### src/include/ie_codec_consts.svh
// Constants for the identification and channel classification element codec
`ifndef IE_CODEC_CONSTS_SVH
`define IE_CODEC_CONSTS_SVH
`define ID_TYPE_VENDOR 8'h00
`define ID_TYPE_VTYPE 8'h01
`define ID_TYPE_NAME 8'h02
`define OUI_LEN 8'h03
`define VTYPE_LEN 8'h06
`define CH_TYPE_RESERVED 3'h7
`define PWR_LIMIT_MAX 8'h63
`define DESC_TYPE_MSB 7
`define DESC_TYPE_LSB 5
`define DESC_PREF_MSB 4
`define DESC_PREF_LSB 0
`define NAME_MAX_UNITS 16
`define CH_MAX 16
`define NAME_IDX_W 5
`define CH_IDX_W 5
`define CLS_ELEM_ID_DEFAULT 8'h00
`endif

### src/include/ie_codec_pkg.sv
// Types for the identification and channel classification element codec
package ie_codec_pkg;
  typedef enum logic [2:0] {
    CH_OPERATING, CH_BACKUP, CH_CANDIDATE, CH_PROTECTED_TV,
    CH_WIRELESS_MICROPHONE_PROTECTED, CH_DISALLOWED, CH_UNCLASSIFIED, CH_RESERVED
  } ch_type_t;
  typedef struct packed {
    logic [2:0] kind;
    logic [4:0] pref;
  } ch_desc_t;
  typedef struct packed {
    logic valid;
    logic [7:0] data;
    logic last;
  } octet_t;
  typedef struct packed {
    logic [23:0] vendor_oui;
    logic [23:0] assigner_oui;
    logic [23:0] product_kind_code;
  } ident_t;
endpackage

### src/logic/ident_chanclass_ie_codec.sv
// Builder and parser for identification and channel classification elements
// What this block does
// - Each identification field is a type octet, a length octet M and M data octets.
// - Type 0 is vendor identifier, 1 is vendor type, 2 is name string, 3 to 255 reserved.
// - The length octet counts only the data octets that follow it.
// - A vendor identifier field carries the three-octet vendor OUI.
// - OUI octets leave in order from the first to the third.
// - A vendor type field carries the assigner OUI then a three-octet product kind code.
// - A name string field carries two-octet little-endian UTF-16 code units with no count.
// - The classification element starts with its identifier and a length of 1+2N+M.
// - Then comes M, then N channel number and description pairs, then M power limits; the builder still emits one power limit octet when M is 0.
// - Power limits go in descending preference, operating channel first.
// - Channel type codes 000 to 110 are defined and 111 is reserved.
// - Preference 00000 is most preferred and 11111 least preferred.
// - Power limit v from 0 to 99 means v+1 mW and 100 to 255 are reserved.
// - The chosen operating channel is programmed into the MAC and PHY.
// - The identification element is its identifier, its length, then N fields; the builder emits only one field per element.
`timescale 1ns/10ps
`default_nettype none
`include "ie_codec_consts.svh"
module ident_chanclass_ie_codec (
  input wire logic clk_i,
  input wire logic resetn_i,
  input wire logic [7:0] id_elem_id_i,
  input wire logic [7:0] cls_elem_id_i,
  input wire ie_codec_pkg::ident_t ident_i,
  input wire logic [4:0] name_units_i,
  input wire logic [4:0] ch_count_i,
  input wire logic [4:0] pwr_count_i,
  input wire logic tbl_we_i,
  input wire logic tbl_sel_i,
  input wire logic [4:0] tbl_addr_i,
  input wire logic [15:0] tbl_wdata_i,
  input wire logic build_id_i,
  input wire logic build_cls_i,
  input wire logic tx_ready_i,
  output ie_codec_pkg::octet_t tx_o,
  output logic busy_o,
  input wire ie_codec_pkg::octet_t rx_i,
  output ie_codec_pkg::ident_t rx_ident_o,
  output logic [15:0] rx_name_unit_o,
  output logic rx_name_valid_o,
  output logic [7:0] rx_ch_num_o,
  output ie_codec_pkg::ch_desc_t rx_ch_desc_o,
  output logic rx_ch_valid_o,
  output logic [7:0] rx_pwr_o,
  output logic rx_pwr_valid_o,
  output logic [7:0] oper_ch_o,
  output logic rx_bad_code_o,
  output logic rx_skip_o
);
  import ie_codec_pkg::*;
  typedef enum logic [3:0] {T_IDLE, T_EID, T_LEN, T_FTYPE, T_FLEN, T_FDATA, T_M, T_CH,
    T_PWR} tx_st_t;
  typedef enum logic [2:0] {R_EID, R_LEN, R_FTYPE, R_FLEN, R_FDATA, R_M, R_PAIRS,
    R_PWR} rx_st_t;
  tx_st_t tst_ff;
  rx_st_t rst_ff;
  logic cls_ff, adv, ch_end, rx_is_cls_ff;
  logic [1:0] fsel_ff;
  logic [4:0] raddr;
  logic [7:0] tcnt_ff, ahead_cnt, flen, tdata, pwr_rd;
  logic [7:0] rtype_ff, rcnt_ff, rtot_ff, rm_ff, rbyte_ff;
  logic [15:0] name_rd, ch_rd;
  // Name units live in one table, channel number and description in the other
  ie_table_mem u_name_mem (.clk_i(clk_i), .we_i(tbl_we_i & ~tbl_sel_i), .waddr_i(tbl_addr_i),
    .wdata_i(tbl_wdata_i), .raddr_i(raddr), .rdata_o(name_rd));
  ie_table_mem u_ch_mem (.clk_i(clk_i), .we_i(tbl_we_i & tbl_sel_i), .waddr_i(tbl_addr_i),
    .wdata_i(tbl_wdata_i), .raddr_i(raddr), .rdata_o(ch_rd));
  // Power limits ride in the top byte of the name table slot past the names
  assign pwr_rd = name_rd[15:8];
  assign adv = ~tx_o.valid | tx_ready_i;
  assign ch_end = (tcnt_ff + 8'd1 == {2'b00, ch_count_i, 1'b0});
  always_comb begin
    unique case (fsel_ff)
      2'd0: flen = `OUI_LEN;
      2'd1: flen = `VTYPE_LEN;
      default: flen = {2'b00, name_units_i, 1'b0};
    endcase
  end
  // Read address runs one octet ahead: table data arrive a cycle after it
  always_comb begin
    ahead_cnt = adv ? tcnt_ff + 8'd1 : tcnt_ff;
    unique case (tst_ff)
      T_M: raddr = (ch_count_i != 5'd0) ? 5'h00 : name_units_i;
      T_CH: raddr = (adv && ch_end) ? name_units_i : ahead_cnt[5:1];
      T_PWR: raddr = 5'(ahead_cnt[4:0] + name_units_i);
      T_FDATA: raddr = ahead_cnt[5:1];
      default: raddr = 5'h00;
    endcase
  end
  // Octet to emit in each builder state
  always_comb begin
    tdata = 8'h00;
    unique case (tst_ff)
      T_EID: tdata = cls_ff ? cls_elem_id_i : id_elem_id_i;
      T_LEN: tdata = cls_ff ? 8'(1 + 2 * ch_count_i + pwr_count_i) : 8'(flen + 8'd2);
      T_FTYPE: tdata = {6'h00, fsel_ff};
      T_FLEN: tdata = flen;
      T_FDATA: begin
        if (fsel_ff == 2'd2) begin
          tdata = tcnt_ff[0] ? name_rd[15:8] : name_rd[7:0];
        end else if (tcnt_ff < 8'd3) begin
          tdata = 8'(ident_i.vendor_oui >> (8 * (2 - tcnt_ff[1:0])));
          if (fsel_ff == 2'd1) tdata = 8'(ident_i.assigner_oui >> (8 * (2 - tcnt_ff[1:0])));
        end else begin
          tdata = 8'(ident_i.product_kind_code >> (8 * (5 - tcnt_ff[2:0])));
        end
      end
      T_M: tdata = {3'h0, pwr_count_i};
      T_CH: tdata = tcnt_ff[0] ? ch_rd[7:0] : ch_rd[15:8];
      T_PWR: tdata = pwr_rd;
      default: tdata = 8'h00;
    endcase
  end
  // Builder sequencer; one field per identification element
  always_ff @(posedge clk_i or negedge resetn_i) begin
    if (!resetn_i) begin
      tst_ff <= T_IDLE;
      cls_ff <= 1'b0;
      fsel_ff <= 2'd0;
      tcnt_ff <= 8'h00;
      tx_o <= '0;
      busy_o <= 1'b0;
    end else if (adv) begin
      tx_o.valid <= (tst_ff != T_IDLE);
      tx_o.data <= tdata;
      tx_o.last <= 1'b0;
      unique case (tst_ff)
        T_IDLE: begin
          busy_o <= 1'b0;
          tcnt_ff <= 8'h00;
          if (build_cls_i || build_id_i) begin
            cls_ff <= build_cls_i;
            fsel_ff <= (name_units_i != 5'd0) ? 2'd2 : 2'd1;
            tst_ff <= T_EID;
            busy_o <= 1'b1;
          end
        end
        T_EID: tst_ff <= T_LEN;
        T_LEN: tst_ff <= cls_ff ? T_M : T_FTYPE;
        T_FTYPE: tst_ff <= T_FLEN;
        T_FLEN: tst_ff <= T_FDATA;
        T_FDATA: begin
          tcnt_ff <= tcnt_ff + 8'd1;
          if (tcnt_ff + 8'd1 == flen) begin
            tx_o.last <= 1'b1;
            tst_ff <= T_IDLE;
          end
        end
        T_M: tst_ff <= (ch_count_i != 5'd0) ? T_CH : T_PWR;
        T_CH: begin
          tcnt_ff <= tcnt_ff + 8'd1;
          if (tcnt_ff + 8'd1 == {2'b00, ch_count_i, 1'b0}) begin
            tcnt_ff <= 8'h00;
            tst_ff <= T_PWR;
          end
        end
        T_PWR: begin
          tcnt_ff <= tcnt_ff + 8'd1;
          if (tcnt_ff + 8'd1 >= {3'h0, pwr_count_i}) begin
            tx_o.last <= 1'b1;
            tst_ff <= T_IDLE;
          end
        end
        default: tst_ff <= T_IDLE;
      endcase
    end
  end
  // Parser; element kind chosen by identifier
  always_ff @(posedge clk_i or negedge resetn_i) begin
    if (!resetn_i) begin
      rst_ff <= R_EID;
      rx_is_cls_ff <= 1'b0;
      rtype_ff <= 8'h00;
      rcnt_ff <= 8'h00;
      rtot_ff <= 8'h00;
      rm_ff <= 8'h00;
      rbyte_ff <= 8'h00;
      rx_ident_o <= '0;
      rx_name_unit_o <= 16'h0000;
      rx_name_valid_o <= 1'b0;
      rx_ch_num_o <= 8'h00;
      rx_ch_desc_o <= '0;
      rx_ch_valid_o <= 1'b0;
      rx_pwr_o <= 8'h00;
      rx_pwr_valid_o <= 1'b0;
      oper_ch_o <= 8'h00;
      rx_bad_code_o <= 1'b0;
      rx_skip_o <= 1'b0;
    end else begin
      rx_name_valid_o <= 1'b0;
      rx_ch_valid_o <= 1'b0;
      rx_pwr_valid_o <= 1'b0;
      rx_bad_code_o <= 1'b0;
      rx_skip_o <= 1'b0;
      if (rx_i.valid) begin
        rtot_ff <= rtot_ff - 8'd1;
        unique case (rst_ff)
          R_EID: begin
            rx_is_cls_ff <= (rx_i.data == cls_elem_id_i);
            rst_ff <= R_LEN;
          end
          R_LEN: begin
            rtot_ff <= rx_i.data;
            rst_ff <= rx_is_cls_ff ? R_M : R_FTYPE;
          end
          R_FTYPE: begin
            rtype_ff <= rx_i.data;
            rst_ff <= R_FLEN;
          end
          R_FLEN: begin
            rcnt_ff <= 8'h00;
            rm_ff <= rx_i.data;
            rx_skip_o <= (rtype_ff > `ID_TYPE_NAME);
            rst_ff <= (rx_i.data == 8'h00) ? R_FTYPE : R_FDATA;
          end
          R_FDATA: begin
            rcnt_ff <= rcnt_ff + 8'd1;
            if (rtype_ff == `ID_TYPE_VENDOR || rtype_ff == `ID_TYPE_VTYPE) begin
              if (rcnt_ff < 8'd3 && rtype_ff == `ID_TYPE_VENDOR) begin
                rx_ident_o.vendor_oui <= {rx_ident_o.vendor_oui[15:0], rx_i.data};
              end else if (rcnt_ff < 8'd3) begin
                rx_ident_o.assigner_oui <= {rx_ident_o.assigner_oui[15:0], rx_i.data};
              end else if (rcnt_ff < 8'd6) begin
                rx_ident_o.product_kind_code <=
                  {rx_ident_o.product_kind_code[15:0], rx_i.data};
              end
            end else if (rtype_ff == `ID_TYPE_NAME) begin
              if (!rcnt_ff[0]) begin
                rbyte_ff <= rx_i.data;
              end else begin
                rx_name_unit_o <= {rx_i.data, rbyte_ff};
                rx_name_valid_o <= 1'b1;
              end
            end
            if (rcnt_ff + 8'd1 == rm_ff) begin
              rst_ff <= R_FTYPE;
            end
          end
          R_M: begin
            rm_ff <= rx_i.data;
            rcnt_ff <= 8'h00;
            rst_ff <= R_PAIRS;
            if (rtot_ff - 8'd1 == rx_i.data) begin
              rst_ff <= R_PWR;
            end
          end
          R_PAIRS: begin
            rcnt_ff <= rcnt_ff + 8'd1;
            if (!rcnt_ff[0]) begin
              rbyte_ff <= rx_i.data;
            end else begin
              rx_ch_num_o <= rbyte_ff;
              rx_ch_desc_o <= ch_desc_t'(rx_i.data);
              rx_ch_valid_o <= 1'b1;
              rx_bad_code_o <= (rx_i.data[`DESC_TYPE_MSB:`DESC_TYPE_LSB] == `CH_TYPE_RESERVED);
              // Program operating channel; ranking passes through
              if (rx_i.data[`DESC_TYPE_MSB:`DESC_TYPE_LSB] == 3'(CH_OPERATING)) begin
                oper_ch_o <= rbyte_ff;
              end
            end
            if (rtot_ff - 8'd1 == rm_ff) begin
              rcnt_ff <= 8'h00;
              rst_ff <= R_PWR;
            end
          end
          R_PWR: begin
            rx_pwr_o <= rx_i.data;
            rx_pwr_valid_o <= 1'b1;
            rx_bad_code_o <= (rx_i.data > `PWR_LIMIT_MAX);
          end
        endcase
        if (rx_i.last) begin
          rst_ff <= R_EID;
        end
      end
    end
  end
endmodule
`default_nettype wire

### src/logic/ie_table_mem.sv
// Small table memory with registered read data
`timescale 1ns/10ps
`default_nettype none
module ie_table_mem (
  input wire logic clk_i,
  input wire logic we_i,
  input wire logic [4:0] waddr_i,
  input wire logic [15:0] wdata_i,
  input wire logic [4:0] raddr_i,
  output logic [15:0] rdata_o
);
  logic [15:0] mem [0:31];
  always_ff @(posedge clk_i) begin
    if (we_i) begin
      mem[waddr_i] <= wdata_i;
    end
    rdata_o <= mem[raddr_i];
  end
endmodule
`default_nettype wire

### config.mk
export PLATFORM = sky130hd
export DESIGN_NAME = ident_chanclass_ie_codec
export DESIGN_NICKNAME = d
export VERILOG_FILES = /design/src/include/ie_codec_pkg.sv /design/src/logic/ident_chanclass_ie_codec.sv /design/src/logic/ie_table_mem.sv
export VERILOG_INCLUDE_DIRS = /design/src /design/src/include
export SDC_FILE = /design/constraint.sdc
export NUM_CORES = 2
export LEC_CHECK = 0
export BUFFER_PORTS_ARGS = -buffer_cell sky130_fd_sc_hd__clkbuf_2
export CORE_AREA = 3 3 367 369
export DETAILED_ROUTE_END_ITERATION = 8
export DIE_AREA = 0 0 370 372
export SLEW_MARGIN = 20
export SYNTH_ARGS = -nofsm -noshare
export SYNTH_HDL_FRONTEND = slang
export SYNTH_HIERARCHICAL = 1
export SYNTH_SLANG_ARGS = --single-unit
### constraint.sdc
create_clock -name clk_i -period 8 [get_ports clk_i]
set_input_delay 0.4 -clock clk_i [delete_from_list [all_inputs] [get_ports clk_i]]
set_output_delay 0.4 -clock clk_i [all_outputs]
set_load 0.01 [all_outputs]
==> reports/results.txt <==
Outcome: completed
CP cell instances: ha_1 -> nand3_1 -> xnor2_2 -> xor2_1 -> nor4_4 -> a31oi_1 -> a222oi_1 -> inv_1 -> nor2b_4 -> buf_4 -> a22o_1 -> nor3_1 -> a31oi_1 -> nand3_1
Wirelength per Cell: 24.2 µm
Layout Cells excl Fill: 5518
GPL Wtd Cong: 0.895
Top cell type's share of synthesized area: 58.6%
Area share of and/or/nand/nor cells after synthesis: 5.65%
Final Power: 15000 µW
Top-level I/O count: 277
Initial DRC Count: 3014
Clock-pin slew on the worst setup and hold paths: 0.06 ns
Global route overflow: 0
GR Util All Layers: 19.0%
Vias in the first global route: 29800
Critical Path Slowest Stage Cell: nor2b_4
CTS H-Tree Depth: 3
Mapped Area: 52500 µm²
Residual DRC: 0
Async set or reset register ratio after synthesis: 15.6%
Synth Flop Type: edfxtp_1
Synth area leaders: edfxtp_1 59%, mux2i_1 11%, dfrtp_1 9.3%
Clk buf depth: 3
Setup WS pre-CTS: 2.32 ns
Clock sink total: 1251
CTS buffer count: 121
Antenna-violating nets left: 0
# fillers: 11500
Final setup fails: 0
XOR/XNOR share of the synthesized area: 1.29%
Layout Utilization: 45.4%
RSZ-0062 raised after global routing: false
YS warnings: 6
CTS tree: yes
Setup TNS: 0 ns
Hpwl dp: 81.2 mm
Root Driver: clkbuf_16
Sequential group share of total power: 49.6%
Via Count: 30400
Mux cell area share after synthesis: 14.0%
Worst R2R Setup Slack: 2.28 ns
Final clock skew: 0.0163 ns
Post-Synth Adder-Cell Area: 0.530%
Die H: 372 µm
PortBufs: 276
Inst Count DP: 5287
Crit path DAT: 6.27 ns
Min-Delay Path Class: in2reg
Sw Pwr: 3760 µW
Final period util: 71.5%
Number of synthesized register bits: 1251
Die Width: 370 µm
Nets: 3821
Switching share of power: 25.0%
Slack of the critical path: 2.28 ns
Inserted Diodes: 0
Sequential Area: 36300 µm²
# resized after CTS: 0
Worst IR drop on VDD: 0.204 mV
Yosys cell types: 87
Register area share after synthesis: 69.1%
Post-synth EDFFs: 1024
Cell-internal power: 11200 µW
Max Transition Viols Final: 0
CP max stage delay: 0.92 ns
Placement Rows: 133
Synth Area in Compound Gates: 6.44%
Least-Margin Pin Slew: 1.05 ns
Critical Path RT: 8.56 ns
Max-Cap Viols: 0
Worst-path maximum fanout: 36
Vias per cell: 5.51
Initial core utilization: 39.9%
Initial antenna violation count: 4
Multi-input combinational cell area: 14700 µm²
Setup CP Type: reg2reg
Share of cells above drive strength 1: 20.4%
Worst setup EP type: flip-flop
Tmin final: 5.72 ns
WL final: 134 mm
Largest family of logic cells by synthesized area: multiplexers
Logic pwr share: 12.6%
Most frequent cells in the layout: 1024 x edfxtp_1, 555 x mux2i_1, 275 x clkbuf_2
Commonest non-fill, non-tap cell in the layout: edfxtp_1
Largest net degree at the start of global routing: 117
Clock power share: 37.9%
Cell taking the most area after synthesis: edfxtp_1
Die ar.: 138000 µm²
Worst slew margin: 29.7%
Fmax: 175 MHz
Static leakage: 0.0205 µW
Hold Violations, Final: 0
Element type at the critical path start: flip-flop
Pwr dens: 252 nW/µm²
Skew-Pair Late Insertion Delay: 0.72 ns
Mean post-synth cell area: 15.6 µm²
Core area: 131000 µm²
Synthesized net count: 3516
Post-Syn Instances: 3354
Area growth, synth to finish: 13.7%
Global-route wire length before repair: 197 mm
DR pass1 iterations: 6
-- final timing paths --
check | startpoint | end | cells past startpoint
worst min register to register | tx_o[3] | tx_o[3] | 2
worst max-delay path | tcnt_ff[1] | u_name_mem/rdata_o[3] | 14
min in group asynchronous | resetn_i | rx_ident_o[47] | 2
max in group asynchronous | resetn_i | tx_o[7] | 3
worst max register to register | tcnt_ff[1] | u_name_mem/rdata_o[3] | 14
worst min-delay path | cls_elem_id_i[0] | rx_is_cls_ff | 5
-- layout make-up --
type,count,share of cell area (%)
well taps,1755,3.68
repair buffers,391,3.96
clock buffers,151,5.54
inverters,28,0.176
flip-flops and latches,1251,60.8
multi-input cells,1866,24.7
clock inverters,76,1.14
-- synthesized netlist by cell type (5+ instances only) --
cell type     n
edfxtp_1   1024
a211oi_1      6
mux2i_1     555
mux2_2      140
a22oi_1     133
and3_1        7
xnor2_1      29
nand3_1      88
nor3_1       49
a21o_1        9
a22o_1       74
xor2_1       30
nor4_1       17
buf_8        12
ha_1         19
inv_1        26
or3_1         5
nand2_1     150
nor2b_1      16
buf_4        43
o21ai_1       7
nand2b_1     18
o31ai_1       6
o221ai_1     12
clkbuf_1     69
o21ai_0      47
and2_1        7
nand4_1      42
dfxtp_1      32
nand3b_1     13
nor2_1      130
buf_2        54
or3b_2        6
dfrtp_1     195
a31oi_1      41
buf_12       10
a21oi_1     112
mux4_2        8
nor3b_1       5
buf_6        15
-- registers in the layout, indices dropped and copies added, names as in the netlist, 2 cells and up --
signal / count
u_ch_mem/mem: 512
u_name_mem/mem: 512
rx_ident_o: 72
rx_name_unit_o: 16
u_ch_mem/rdata_o: 16
u_name_mem/rdata_o: 16
tx_o: 10
oper_ch_o: 8
rbyte_ff: 8
rcnt_ff: 8
rm_ff: 8
rtot_ff: 8
rtype_ff: 8
rx_ch_desc_o: 8
rx_ch_num_o: 8
rx_pwr_o: 8
tcnt_ff: 8
tst_ff: 4
rst_ff: 3
fsel_ff: 2
-- critical path: cells and delay by family (launching register included) --
family / cells / cell delay [ns]
buffers and inverters: 2 / 0.95
and+or+nand+nor: 5 / 1.49
DFF: 1 / 0.74
xor gates and xnor gates: 2 / 0.61
AOI/OAI and AO/OA: 4 / 1.24
adders and majority gates: 1 / 0.46
-- per-stage QoR --
step | hold slack, ns | area [µm²]
2_1_floorplan | 0.104 | 52500
3_3_place_gp | 0.465 | 55600
3_5_place_dp | 0.473 | 55600
4_1_cts | 0.112 | 59600
5_1_grt | 0.174 | 59700
6_report | 0.169 | 59700
-- per-layer routing --
metal	global-route usage, %	share of wire (%)	vias up
met5	0	0.0097	-
met4	5.39	2.3	2
met2	30.8	47	1145
li1	-	-	13600
met3	3.08	6.8	177
met1	26.4	44	15500
-- power by group through the flow --
| stage | Clock [µW] | Combinational [µW] | Sequential, µW |
|---|---|---|---|
| 2_1_floorplan | 0 | 1460 | 7440 |
| 3_3_place_gp | 0 | 1860 | 7570 |
| 3_5_place_dp | 0 | 1880 | 7570 |
| 4_1_cts | 5810 | 1890 | 7430 |
| 5_1_grt | 6070 | 2040 | 7460 |
| 6_report | 5680 | 1890 | 7440 |
-- cell families (layout without fill, tap and decap cells) --
| group | after synthesis | count (layout) |
|---|---|---|
| flip-flops | 1251 | 1251 |
| multiplexers | 707 | 707 |
| AND/OR/NAND/NOR | 582 | 582 |
| AO/OA/AOI/OAI | 489 | 489 |
| buffers and inverters | 237 | 646 |
| XOR/XNOR | 67 | 67 |
| adder cells (fa/ha/maj) | 21 | 21 |
-- repair_timing --
| action | 4_1_cts | 5_1_grt |
|---|---|---|
| endpoints found under the hold margin | 119 | 0 |
| buffers inserted | 0 | 0 |
| hold buffers | 4 | 0 |
No activity file was read; power rests on OpenSTA's default activity.
